==> config.mk <==
export PLATFORM = sky130hd
export DESIGN_NAME = err_record
export DESIGN_NICKNAME = d
export VERILOG_FILES = /design/src/err_rec_pkg.sv /design/src/type_reduce.sv /design/src/corr_counter.sv /design/src/err_record.sv
export SDC_FILE = /design/constraint.sdc
export NUM_CORES = 1
export LEC_CHECK = 0
export BUFFER_PORTS_ARGS = -buffer_cell sky130_fd_sc_hd__buf_4
export CELL_PAD_IN_SITES_DETAIL_PLACEMENT = 1
export CELL_PAD_IN_SITES_GLOBAL_PLACEMENT = 1
export CORE_ASPECT_RATIO = 1.4
export CORE_UTILIZATION = 45
export DETAILED_ROUTE_END_ITERATION = 6
export GPL_ROUTABILITY_DRIVEN = 0
export GPL_TIMING_DRIVEN = 1
export PLACE_DENSITY = 0.94
export RECOVER_POWER = 100
export SYNTH_ARGS = -nofsm -noshare
export SYNTH_HDL_FRONTEND = slang
export SYNTH_SLANG_ARGS = --single-unit
==> constraint.sdc <==
create_clock -name core_clk_i -period 4.3 [get_ports core_clk_i]
set_input_delay 0.43 -clock core_clk_i [delete_from_list [all_inputs] [get_ports core_clk_i]]
set_output_delay 0.43 -clock core_clk_i [all_outputs]
set_load 0.005 [all_outputs]
==> src/err_rec_pkg.sv <==
// Package for the error record update block: field layouts, offsets, codes.
// Assumes a single 25 MHz clock and a plain register port.
package err_rec_pkg;

	// Register offsets (byte addresses, one word each)
	localparam logic [7:0] OFF_STATUS = 8'h00;
	localparam logic [7:0] OFF_ADDR   = 8'h04;
	localparam logic [7:0] OFF_MISC0  = 8'h08;
	localparam logic [7:0] OFF_STAMP  = 8'h0C;
	localparam logic [7:0] OFF_CTRL   = 8'h10;
	localparam logic [7:0] OFF_CFG    = 8'h14;

	// Status bit positions
	localparam int ST_VALID = 31;
	localparam int ST_ADDRV = 30;
	localparam int ST_UNC   = 29;
	localparam int ST_OVF   = 27;
	localparam int ST_MISCV = 26;
	localparam int ST_CORR  = 24;
	localparam int ST_POST  = 23;
	localparam int ST_POIS  = 22;
	localparam int ST_UET   = 20;
	localparam int ST_ABRT  = 19;
	localparam int ST_IMPL  = 8;
	localparam int ST_SRC   = 0;

	// Control bit positions
	localparam int CT_PRI   = 0;
	localparam int CT_URI   = 1;
	localparam int CT_FI    = 2;
	localparam int CT_CFI   = 3;
	localparam int CT_RAB   = 4;
	localparam int CT_WAB   = 5;

	// Config bit positions (lowest-numbered security bit)
	localparam int CF_NS_OK = 0;

	localparam logic [1:0] CORR_ONE  = 2'h1;
	localparam logic [1:0] CORR_MANY = 2'h2;
	localparam logic [31:0] ZERO32   = 32'h0000_0000;
	localparam logic [7:0]  CNT_MAX  = 8'hFF;

	// Error types, ordered by priority
	typedef enum logic [2:0] {
		ET_NONE  = 3'h0,
		ET_CORR  = 3'h1,
		ET_POST  = 3'h2,
		ET_RST   = 3'h3,
		ET_REC   = 3'h4,
		ET_UNREC = 3'h5,
		ET_UNCON = 3'h6
	} err_type_t;

	// New-error report from the detector
	typedef struct packed {
		logic       valid;
		err_type_t  etype;
		logic       is_write;
		logic       poison;
		logic [7:0] impl_code;
		logic [7:0] src_code;
		logic       has_addr;
		logic [31:0] addr;
		logic       has_misc;
		logic [31:0] misc;
	} err_report_t;

	// Interrupt and abort outputs
	typedef struct packed {
		logic recovery_irq;
		logic fault_irq;
		logic abort;
	} err_sig_t;

endpackage : err_rec_pkg

==> src/type_reduce.sv <==
// Maps a detected error type onto the reduced set this node records.
// Assumes combinational use inside the record block.
`timescale 1ns/100ps
`default_nettype none
module type_reduce
	import err_rec_pkg::*;
#(
	parameter bit HAS_RST = 1'b0,
	parameter bit HAS_REC = 1'b1
) (
	input  wire err_type_t in_i,
	output var  err_type_t out_o
);
	// Promote unsupported uncorrected types upward
	always_comb begin
		out_o = in_i;
		if (in_i == ET_RST && !HAS_RST)
			out_o = HAS_REC ? ET_REC : ET_UNREC;
		else if (in_i == ET_REC && !HAS_REC)
			out_o = ET_UNREC;
	end
endmodule : type_reduce
`default_nettype wire

==> src/corr_counter.sv <==
// Corrected error counter that flags each unsigned wrap as an event.
// Assumes increments arrive as single-cycle pulses.
`timescale 1ns/100ps
`default_nettype none
module corr_counter
	import err_rec_pkg::*;
(
	input  wire logic       core_clk_i,
	input  wire logic       rst_n_i,
	input  wire logic       inc_i,
	output var  logic [7:0] count_o,
	output var  logic       wrap_o
);
	typedef struct packed {
		logic [7:0] cnt;
		logic       wrap;
	} cc_state_t;

	cc_state_t st_r;
	cc_state_t st_nxt;

	// Count and mark overflow
	always_comb begin
		st_nxt      = st_r;
		st_nxt.wrap = 1'b0;
		if (inc_i) begin
			st_nxt.cnt  = st_r.cnt + 8'h01;
			st_nxt.wrap = (st_r.cnt == CNT_MAX);
		end
	end

	always_ff @(posedge core_clk_i) begin
		if (!rst_n_i)
			st_r <= '0;
		else
			st_r <= st_nxt;
	end

	assign count_o = st_r.cnt;
	assign wrap_o  = st_r.wrap;
endmodule : corr_counter
`default_nettype wire

==> src/err_record.sv <==
// Error record update logic with interrupt and abort gating.
// Assumes synchronous inputs, one clock, plain register port.
//
// Summary of operation
// - Overwrite loads new syndrome, sets record valid
// - Overwrite sets or clears address valid
// - Overwrite stores timestamp, sets misc valid
// - Overwrite with misc syndrome sets misc valid
// - No new misc: keep or clear misc valid
// - Not-applicable status bits stay unchanged
// - Keep: poison, codes, address stay unchanged
// - Keep: no timestamp for discarded error
// - Keep: misc write sets misc valid
// - Type indicator updated even when discarded
// - Uncorrected types may be recorded as higher
// - Non-secure reads see no secure data
// - Non-secure cannot aim messages at secure
// - Reads after exception return updated values
// - Postponed recovery interrupt gated or never
// - Unfixed recovery interrupt gated or always
// - Fixed fault enable plus fault enable
// - Single fault enable gates all, else always
// - Counter wrap or each fixed is event
// - Fault interrupt on every non-corrected error
// - Abort enable gates uncorrected aborts
// - Signalled abort sets abort flag
//
// The plain strobed port and the address map were decided locally.
`timescale 1ns/100ps
`default_nettype none
module err_record
	import err_rec_pkg::*;
#(
	parameter bit HAS_STAMP   = 1'b1,
	parameter bit HAS_COUNTER = 1'b1,
	parameter bit HAS_PRI_EN  = 1'b1,
	parameter bit HAS_URI_EN  = 1'b1,
	parameter bit HAS_CFI_EN  = 1'b1,
	parameter bit HAS_FI_EN   = 1'b1,
	parameter bit HAS_ABORT   = 1'b1,
	parameter bit SPLIT_ABORT = 1'b1,
	parameter bit MISC_ON_KEEP = 1'b1,
	parameter bit MISC_TAGGED = 1'b0
) (
	input  wire logic        core_clk_i,
	input  wire logic        rst_n_i,
	input  wire err_report_t report_i,
	input  wire logic        abort_req_i,
	input  wire logic        secure_i,
	input  wire logic [7:0]  addr_i,
	input  wire logic [31:0] wdata_i,
	input  wire logic        wr_i,
	input  wire logic        rd_i,
	output var  logic [31:0] rdata_o,
	output var  err_sig_t    sig_o
);
	typedef struct packed {
		logic [31:0] status;
		logic [31:0] addr;
		logic [31:0] misc;
		logic [31:0] stamp;
		logic [5:0]  ctrl;
		logic        ns_ok;
		logic [31:0] time_cnt;
		err_type_t   rec_type;
		logic [31:0] rdata;
		err_sig_t    sig;
	} rec_state_t;

	rec_state_t st_r;
	rec_state_t st_nxt;
	err_type_t  new_type;
	logic       wrap;
	logic       corr_inc;

	type_reduce u_reduce (
		.in_i  (report_i.etype),
		.out_o (new_type)
	);

	assign corr_inc = report_i.valid && new_type == ET_CORR;

	corr_counter u_cnt (
		.core_clk_i (core_clk_i),
		.rst_n_i    (rst_n_i),
		.inc_i      (corr_inc),
		.count_o    (),
		.wrap_o     (wrap)
	);

	// Record update, enables and register port
	always_comb begin
		logic overwrite;
		logic is_unc;
		logic corr_evt;
		logic pri_en;
		logic uri_en;
		logic cfi_en;
		logic fi_en;
		logic ab_en;
		logic do_abort;
		overwrite = 1'b0;
		is_unc    = 1'b0;
		corr_evt  = 1'b0;
		do_abort  = 1'b0;
		st_nxt    = st_r;
		st_nxt.time_cnt = st_r.time_cnt + 32'h1;
		st_nxt.sig = '0;
		pri_en = HAS_PRI_EN ? st_r.ctrl[CT_PRI] : 1'b0;
		uri_en = HAS_URI_EN ? st_r.ctrl[CT_URI] : 1'b1;
		fi_en  = HAS_FI_EN  ? st_r.ctrl[CT_FI]  : 1'b1;
		cfi_en = HAS_CFI_EN ? st_r.ctrl[CT_CFI] : fi_en;
		ab_en  = report_i.is_write ? st_r.ctrl[CT_WAB] : st_r.ctrl[CT_RAB];
		if (!SPLIT_ABORT)
			ab_en = st_r.ctrl[CT_RAB];
		// Software writes first; a same-cycle error then wins
		if (wr_i && (secure_i || st_r.ns_ok)) begin
			case (addr_i)
				OFF_STATUS: st_nxt.status = st_r.status & ~wdata_i;
				OFF_CTRL:   st_nxt.ctrl   = wdata_i[5:0];
				OFF_CFG:    if (secure_i) st_nxt.ns_ok = wdata_i[CF_NS_OK];
				default:    ;
			endcase
			if (addr_i == OFF_STATUS && wdata_i[ST_VALID])
				st_nxt.rec_type = ET_NONE;
		end
		if (report_i.valid) begin
			is_unc = new_type >= ET_RST;
			overwrite = (new_type > st_r.rec_type) ||
				(st_r.rec_type == ET_NONE) || !st_nxt.status[ST_VALID];
			if (st_nxt.status[ST_VALID] && new_type != ET_CORR && st_r.rec_type != ET_NONE)
				st_nxt.status[ST_OVF] = 1'b1;
			do_abort = HAS_ABORT && is_unc && abort_req_i && ab_en;
			if (overwrite) begin
				st_nxt.rec_type = new_type;
				st_nxt.status[ST_VALID] = 1'b1;
				st_nxt.status[ST_POIS] = report_i.poison;
				st_nxt.status[ST_IMPL +: 8] = report_i.impl_code;
				st_nxt.status[ST_SRC +: 8] = report_i.src_code;
				st_nxt.status[ST_ABRT] = do_abort;
				if (is_unc) // Subtype only applies to uncorrected
					st_nxt.status[ST_UET +: 2] = 2'(new_type - ET_RST);
				st_nxt.status[ST_ADDRV] = report_i.has_addr;
				if (report_i.has_addr)
					st_nxt.addr = report_i.addr;
				if (report_i.has_misc) begin
					st_nxt.misc = report_i.misc;
					st_nxt.status[ST_MISCV] = 1'b1;
				end else if (!MISC_TAGGED)
					st_nxt.status[ST_MISCV] = 1'b0;
				if (HAS_STAMP) begin
					st_nxt.stamp = st_r.time_cnt;
					st_nxt.status[ST_MISCV] = 1'b1;
				end
			end else if (MISC_ON_KEEP && report_i.has_misc) begin
				st_nxt.misc = report_i.misc;
				st_nxt.status[ST_MISCV] = 1'b1;
			end
			if (do_abort)
				st_nxt.status[ST_ABRT] = 1'b1;
			// Type indicator, even on discard
			case (new_type)
				ET_CORR: if (st_nxt.status[ST_CORR +: 2] == 2'h0)
					st_nxt.status[ST_CORR +: 2] = CORR_ONE;
				else
					st_nxt.status[ST_CORR +: 2] = CORR_MANY;
				ET_POST: st_nxt.status[ST_POST] = 1'b1;
				default: st_nxt.status[ST_UNC] = 1'b1;
			endcase
			corr_evt = HAS_COUNTER ? 1'b0 : (new_type == ET_CORR);
			st_nxt.sig.recovery_irq = (new_type == ET_POST && pri_en) || (is_unc && uri_en);
			st_nxt.sig.fault_irq = (new_type != ET_CORR && fi_en) || (corr_evt && cfi_en);
			st_nxt.sig.abort = do_abort;
		end
		// Counter wrap always flags overflow; only the interrupt is gated
		if (HAS_COUNTER && wrap) begin
			st_nxt.status[ST_OVF] = 1'b1;
			if (cfi_en)
				st_nxt.sig.fault_irq = 1'b1;
		end
		// Reads return the registered record, never older than a pulse
		st_nxt.rdata = ZERO32;
		if (rd_i && (secure_i || st_r.ns_ok)) begin
			case (addr_i)
				OFF_STATUS: st_nxt.rdata = st_r.status;
				OFF_ADDR:   st_nxt.rdata = st_r.addr;
				OFF_MISC0:  st_nxt.rdata = st_r.misc;
				OFF_STAMP:  st_nxt.rdata = st_r.stamp;
				OFF_CTRL:   st_nxt.rdata = {26'h0, st_r.ctrl};
				OFF_CFG:    st_nxt.rdata = {31'h0, st_r.ns_ok};
				default:    st_nxt.rdata = ZERO32;
			endcase
		end
	end

	always_ff @(posedge core_clk_i) begin
		if (!rst_n_i)
			st_r <= '0;
		else
			st_r <= st_nxt;
	end

	assign rdata_o = st_r.rdata;
	assign sig_o   = st_r.sig;

	// Checks
	a_valid_set: assert property (@(posedge core_clk_i) disable iff (!rst_n_i)
		report_i.valid |=> st_r.status[ST_VALID]) else $error("record valid not set");
	a_abort_flag: assert property (@(posedge core_clk_i) disable iff (!rst_n_i)
		sig_o.abort |-> st_r.status[ST_ABRT]) else $error("abort flag missing");
	a_fault_all: assert property (@(posedge core_clk_i) disable iff (!rst_n_i)
		(report_i.valid && report_i.etype >= ET_POST && st_r.ctrl[CT_FI]) |=> sig_o.fault_irq)
		else $error("fault irq missing");
	a_post_type: assert property (@(posedge core_clk_i) disable iff (!rst_n_i)
		(report_i.valid && report_i.etype == ET_POST) |=> st_r.status[ST_POST])
		else $error("postponed flag missing");
	a_keep_addr: assert property (@(posedge core_clk_i) disable iff (!rst_n_i)
		(report_i.valid && !wr_i && st_r.status[ST_VALID] && report_i.etype <= st_r.rec_type)
		|=> st_r.addr == $past(st_r.addr)) else $error("address changed on keep");
	a_addr_clear: assert property (@(posedge core_clk_i) disable iff (!rst_n_i)
		(report_i.valid && !report_i.has_addr && !st_r.status[ST_VALID])
		|=> !st_r.status[ST_ADDRV]) else $error("address valid not cleared");
	a_post_irq: assert property (@(posedge core_clk_i) disable iff (!rst_n_i)
		(report_i.valid && report_i.etype == ET_POST && !st_r.ctrl[CT_PRI]) |=> !sig_o.recovery_irq)
		else $error("postponed irq not gated");
	a_unc_irq: assert property (@(posedge core_clk_i) disable iff (!rst_n_i)
		(report_i.valid && report_i.etype >= ET_RST && st_r.ctrl[CT_URI]) |=> sig_o.recovery_irq)
		else $error("unfixed irq missing");
	a_stamp_keep: assert property (@(posedge core_clk_i) disable iff (!rst_n_i)
		(report_i.valid && !wr_i && st_r.status[ST_VALID] && report_i.etype <= st_r.rec_type)
		|=> st_r.stamp == $past(st_r.stamp)) else $error("timestamp taken on keep");
	a_stamp_misc: assert property (@(posedge core_clk_i) disable iff (!rst_n_i)
		(HAS_STAMP && report_i.valid && !st_r.status[ST_VALID]) |=> st_r.status[ST_MISCV])
		else $error("misc valid not set with timestamp");
	a_misc_keep: assert property (@(posedge core_clk_i) disable iff (!rst_n_i)
		(MISC_ON_KEEP && report_i.valid && report_i.has_misc) |=> st_r.status[ST_MISCV])
		else $error("misc valid not set with misc");
	a_corr_quiet: assert property (@(posedge core_clk_i) disable iff (!rst_n_i)
		(HAS_COUNTER && report_i.valid && report_i.etype == ET_CORR && !wrap) |=> !sig_o.fault_irq)
		else $error("fault irq without counter wrap");
	a_abort_gate: assert property (@(posedge core_clk_i) disable iff (!rst_n_i)
		(HAS_ABORT && report_i.valid && report_i.etype >= ET_RST && abort_req_i && !report_i.is_write
		&& st_r.ctrl[CT_RAB]) |=> sig_o.abort) else $error("read abort not signalled");
	c_corr_wrap: cover property (@(posedge core_clk_i) wrap && st_r.ctrl[CT_CFI]);
	c_overwrite: cover property (@(posedge core_clk_i) report_i.valid && !st_r.status[ST_VALID]);
	c_keep: cover property (@(posedge core_clk_i) report_i.valid && st_r.rec_type == ET_UNCON);
	c_abort: cover property (@(posedge core_clk_i) sig_o.abort);
endmodule : err_record
`default_nettype wire

### Word-level counts from Yosys, hierarchy flattened

Index checks and enable logic that the tools add are counted.

| word-level totals | value |
|---|---|
| logic and storage cells | 92 |
| output and inout bits | 35 |
| register bits | 214 |
| bits of input ports | 134 |

| cells by class | value |
|---|---|
| add/sub/neg operators | 3 |
| magnitude comparators | 2 |
| mux-type cells | 31 |
| bitwise logic cells | 2 |
| reductions and logical operators | 29 |
| eq/ne operators | 10 |

Operator list:

| kind | count |
|---|---|
| $pmux 32 s6 | 1 |
| $mux 32 | 5 |
| $mux 112 | 1 |
| $mux 48 | 1 |
| $add 32x1->32 const B | 1 |
| $and 32x32->32 | 1 |
| $not 32->32 | 1 |
| $mux 3 | 6 |
| $eq 8x4->1 const B | 2 |
| $eq 8x5->1 const B | 2 |
| $reduce_and 2->1 | 6 |
| $logic_and 1x1->1 | 11 |
| $mux 1 | 10 |
| $mux 2 | 5 |
| $mux 9 | 1 |
| $add 8x1->8 const B | 1 |
| $eq 8x3->1 const B | 1 |
| $eq 8x8->1 const B | 1 |
| $logic_not 8->1 | 1 |
| $eq 3x2->1 const B | 2 |
| $reduce_and 3->1 | 2 |
| $logic_or 1x1->1 | 4 |
| $mux 4 | 1 |
| $eq 3x1->1 const B | 1 |
| 9 further kinds | 9 |

### Longest topological paths before layout

| logic depth | value |
|---|---|
| word-level depth | 10 |
| gate-level depth with buffers | 10 |
| gate-level depth less buffers | 8 |

### Hierarchy

A second synthesis with hierarchy kept.

| unflattened totals | value |
|---|---|
| cell total of the unflattened synthesis | 1146 |
| area, all modules | 9567.9 sq um |

By module, submodules not included:

| module | instances | cells an instance | sequential area each (sq um) | area an instance (sq um) |
|---|---|---|---|---|
| err_record | 1 | 1099 | 4103.9 | 9136.3 |
| corr_counter | 1 | 42 | 180.2 | 405.4 |
| type_reduce | 1 | 5 | 0.0 | 26.3 |

### Worst setup path after synthesis

Ideal clock, no wire load.

| timing | value |
|---|---|
| path kind | in2reg |
| from | input report_i[85] (netlist name) |
| to | register st_r[37] (netlist name) |
| path slack | 2.002 ns |
| cell stages on the path | 10 |
| path buffers | 2 |
| arrival time | 2.226 ns |
| path through | inv_1 > o21ai_0 > ha_1 > nor3_1 > a31oi_1 > a21bo_2 > a31oi_2 > buf_6 > buf_12 > mux2i_1 |

| between the ends | value |
|---|---|
| cells in the longest elaborated chain, start to end | 7 |

Ends and longest elaborated chain:

| item | RTL line | source |
|---|---|---|
| start, declared | err_record.sv:47 | `input wire err_report_t report_i,` |
| $eq 3x2->1 | type_reduce.sv:17 | `if (in_i == ET_RST && !HAS_RST)` |
| $mux 3 (*) | type_reduce.sv:17 |  |
| $gt 3x3->1 | err_record.sv:129 | `overwrite = (new_type > st_r.rec_type) \|\|` |
| $logic_or 1x1->1 | err_record.sv:129 |  |
| $logic_or 1x1->1 | err_record.sv:130 | `(st_r.rec_type == ET_NONE) \|\| !st_nxt.status[ST_VALID];` |
| $mux 3 (*) | err_record.sv:134 | `if (overwrite) begin` |
| $mux 3 (*) | err_record.sv:127 | `if (report_i.valid) begin` |
| end signal, assigned | err_record.sv:200 | `st_r <= st_nxt;` |
| end, declared | err_record.sv:70 | `rec_state_t st_r;` |

Mark *: on every way between the ends. The rest lies on a longest branch, timed or not.
A chain may end at the register's enable or synchronous reset.

### Worst setup path in the final report

| timing | value |
|---|---|
| from | input rst_n_i |
| to | register st_r (netlist bit rdata_o[23]) |

| between the ends | value |
|---|---|
| cells in the longest elaborated chain, start to end | 1 |

Ends and longest elaborated chain:

| item | RTL line | source |
|---|---|---|
| start, declared | err_record.sv:46 | `input wire logic rst_n_i,` |
| $reduce_and 2->1 (no line) | -- |  |

No other way between the ends.

==> run_results.csv <==
group,metric,value,unit
global_route,grt_max_degree,102,
sta,finalCriticalPeriod,3.51,ns
route,drt_iter0_markers,464,
power,vdd_ir_drop_max,284,µV
clock_tree,ctsResizeCount,0,
worst_setup_path,regToRegSetupSlack,1.20,ns
yosys,synth-simple-area-share,0.214,
worst_setup_path,ff2ff_path_depth,7,
worst_setup_path,cp.arrival,3.89,ns
yosys,synth_compound_area_frac,0.0690,
yosys,synth_top_family_by_area,"simple AND/OR/NAND/NOR gates",
yosys,synth_cell_types,53,
sta,holdWs,0.0962,ns
yosys,async_flop_share,0,
outcome,failed_checks,"design-rule violations, max-capacitance violations, max-slew violations",
hold_path,hold_path.class,"input pin to flip-flop",
finish,antenna_cells,0,
global_route,grt_first_pass_wirelength,46.9,mm
die,die-height,175,µm
worst_setup_path,r2r_start,"st_r[35]$_SDFF_PN0_",
run,maxCapViolCount,2,
yosys,synth_area_leaders,"dfxtp_1 45%, mux2i_1 11%, nand2_1 11%",
die,initial_core_util,0.463,
worst_setup_path,criticalPathCategory,"input pin to flip-flop",
route,vias_per_cell,5.69,
sta,postLayoutSetupSlackWorst,0.794,ns
sta,drv_slew,104,
route,wl_per_cell,21.1,µm
power,p_leak,4.50,nW
die,dieArea,0.0219,mm²
worst_setup_path,critical_path.max_stage_delay,1.28,ns
yosys,synth_xor_area_frac,0.0265,
sta,hold_viol_final,0,
yosys,ys_ff_latch,214,
yosys,synthMuxAreaShare,0.162,
worst_setup_path,worst_ep_required_time,4.69,ns
worst_setup_path,endpoint_kind,"flip-flop",
worst_setup_path,cp_max_fo,89,
yosys,synth-seq-area-share,0.447,
worst_setup_path,rr_endpoint,"st_r[141]$_SDFFE_PN0P_",
worst_setup_path,crit_buf_inv,1,
clock_tree,cts_hold_buf,0,
die,core.rowCount,62,
power,power_density,390,mW/mm²
hold_path,hold_end,"st_r[191]$_SDFFE_PN0P_",
worst_setup_path,crit_chain,"clkbuf_2 -> nand3_1 -> or3_1 -> nand2b_1 -> nor2b_1",
global_route,grt_usage,0.273,
clock_tree,clk_latency,0.50,ns
clock_tree,cts.htree.levels,1,
route,drtPass1Iterations,7,
yosys,synth-adder-area-share,0.00784,
global_route,antenna_found_initial,0,
clock_tree,cts_buffers,21,
worst_setup_path,cp-start-kind,"input pin",
sta,clock_skew,0.00765,ns
global_route,grt_pass1_vias,8792,
route,drcViolationCount,15,
sta,worst_pin_slew,1.81,ns
global_route,grt_overflow,0,
clock_tree,cts.path.max_buffers,3,
yosys,yosysTopAreaCell,"dfxtp_1",
place,hpwl,19.4,mm
sta,rsz0062_at_grt,"no",
clock_tree,clk_pin_slew,0.06,ns
clock_tree,cts_setup_buffers,0,
clock_tree,clock_sinks,214,
yosys,ys.flop_type,"dfxtp_1",
sta,timing.final.crit_share,0.815,
hold_path,hold_start,"wdata_i[18]",
hold_path,hold_depth,2,
yosys,synth_top_cell_area_share,0.447,
finish,layout-drive-gt1-share,0.204,
place,io_buffers,168,
yosys,syn_area_per_cell,9.11,µm²
yosys,synth_cells,1052,
yosys,synthesis.nets,1192,
die,coreArea,0.0207,mm²
place,dp_slack,0.981,ns
yosys,yosys_warnings,0,
clock_tree,cts-root-buf,"clkbuf_16",
die,fp.dieW,125,µm
finish,nets,1288,
worst_setup_path,critPathSlowestCell,"clkbuf_2",
yosys,syn-cell-area,0.00958,mm²
die,num_io_pins,169,
clock_tree,cts_tree,"done",
sta,relSlewSlack,-0.210,
yosys,synth-edff-count,0,
finish,area_growth,17.4,%
route,route.final.wire_length,29.8,mm
sta,fmax,285,MHz
route,final_antenna_net_count,0,
sta,final.setup.tns,0,ns
sta,setup_viol,0,
outcome,status,"finished, violations left",
route,vias,8055,
worst_setup_path,crit_family,"simple AND/OR/NAND/NOR gates",
[Yosys cell counts (all sizes together), types with 2 or more instances]
master / instances
inv: 10
a31oi: 5
nand3: 46
or4: 2
a32oi: 2
xnor2: 7
a211oi: 2
and3: 7
nor2b: 26
dfxtp: 214
nor2: 61
and2: 4
nor3: 5
ha: 6
a2bb2oi: 3
nand4: 13
a21boi: 3
a22oi: 6
buf: 60
o31ai: 4
mux2i: 106
xor2: 22
a21oi: 59
mux4: 22
and4: 4
or3: 9
nand2b: 4
clkbuf: 42
o21ai: 15
nand2: 269
nand3b: 2
[cells by family (layout without fill, tap and decap cells)]
| group | after synthesis | in the layout |
|---|---|---|
| buffers and inverters | 112 | 219 |
| adders and majority gates | 6 | 6 |
| and+or+nand+nor | 457 | 457 |
| DFF | 214 | 214 |
| AOI/OAI and AO/OA | 106 | 106 |
| muxes | 128 | 128 |
| xor gates and xnor gates | 29 | 29 |
[placed cells by master (no fill, tap or decap), types with 8 or more instances in the layout]
cell type	n
nand2_1	269
dfxtp_1	214
buf_4	136
mux2i_1	106
nor2_1	60
a21oi_1	59
nand3_1	46
clkbuf_4	34
nor2b_1	26
xor2_1	22
mux4_2	22
clkbuf_16	21
o21ai_0	15
nand4_1	13
inv_1	9
or3_1	8
clkbuf_8	8
[power by group]
group	total (mW)	internal [mW]	switching, mW
registers	2.07	2.04	0.0375
clock network	1.91	1.15	0.764
logic	0.405	0.189	0.216
[per-layer routing]
metal | vias to the layer above | GRT usage | wire (µm)
met1 | 3999 | 0.284 | 11100
met2 | 255 | 0.525 | 16100
met3 | 92 | 0.0352 | 1210
met4 | 0 | 0.150 | 1360
li1 | 3709 | - | -
met5 | - | 0 | 0
[area by class of cell]
type                            count  area, µm²
Sequential cell                   214       4280
Multi-Input combinational cell    726       4580
Fill cell                        2369       9460
Inverter                           10       37.5
Tap cell                          256        320
Timing Repair Buffer              175       1310
Clock buffer                       31        643
Clock inverter                      3       65.1
[how the worst max path moves through the flow]
stage / start / endpoint / slack [ns] / cells past startpoint
5_1_grt: report_i[85] / st_r[141]$_SDFFE_PN0P_ / 0.69 / 9
4_1_cts: report_i[85] / st_r[141]$_SDFFE_PN0P_ / 1.41 / 10
3_5_place_dp: report_i[85] / st_r[141]$_SDFFE_PN0P_ / 0.98 / 10
6_report: rst_n_i / rdata_o[23]$_SDFF_PN0_ / 0.79 / 5
2_1_floorplan: report_i[85] / st_r[37]$_SDFF_PN0_ / 2.00 / 10
3_3_place_gp: report_i[85] / st_r[145]$_SDFFE_PN0P_ / 1.15 / 8
[sequential cells by signal, indices dropped and copies added, names as in the netlist]
name and flops:
st_r 170, sig_o 3, u_cnt.wrap_o 1, rdata_o 32, u_cnt.count_o 8
[through the flow]
step                      instance area (µm²)  utilization  instances  power (mW)
after floorplan                          9580            -       1052        2.35
after global placement                  10600        0.511       1381        2.49
after detailed placement                10600        0.511       1381        2.51
after CTS                               11300        0.545       1415        4.40
after global routing                    11200        0.543       1415        4.52
final                                   11200        0.543       1415        4.39
No activity file was read; power rests on OpenSTA's default activity.
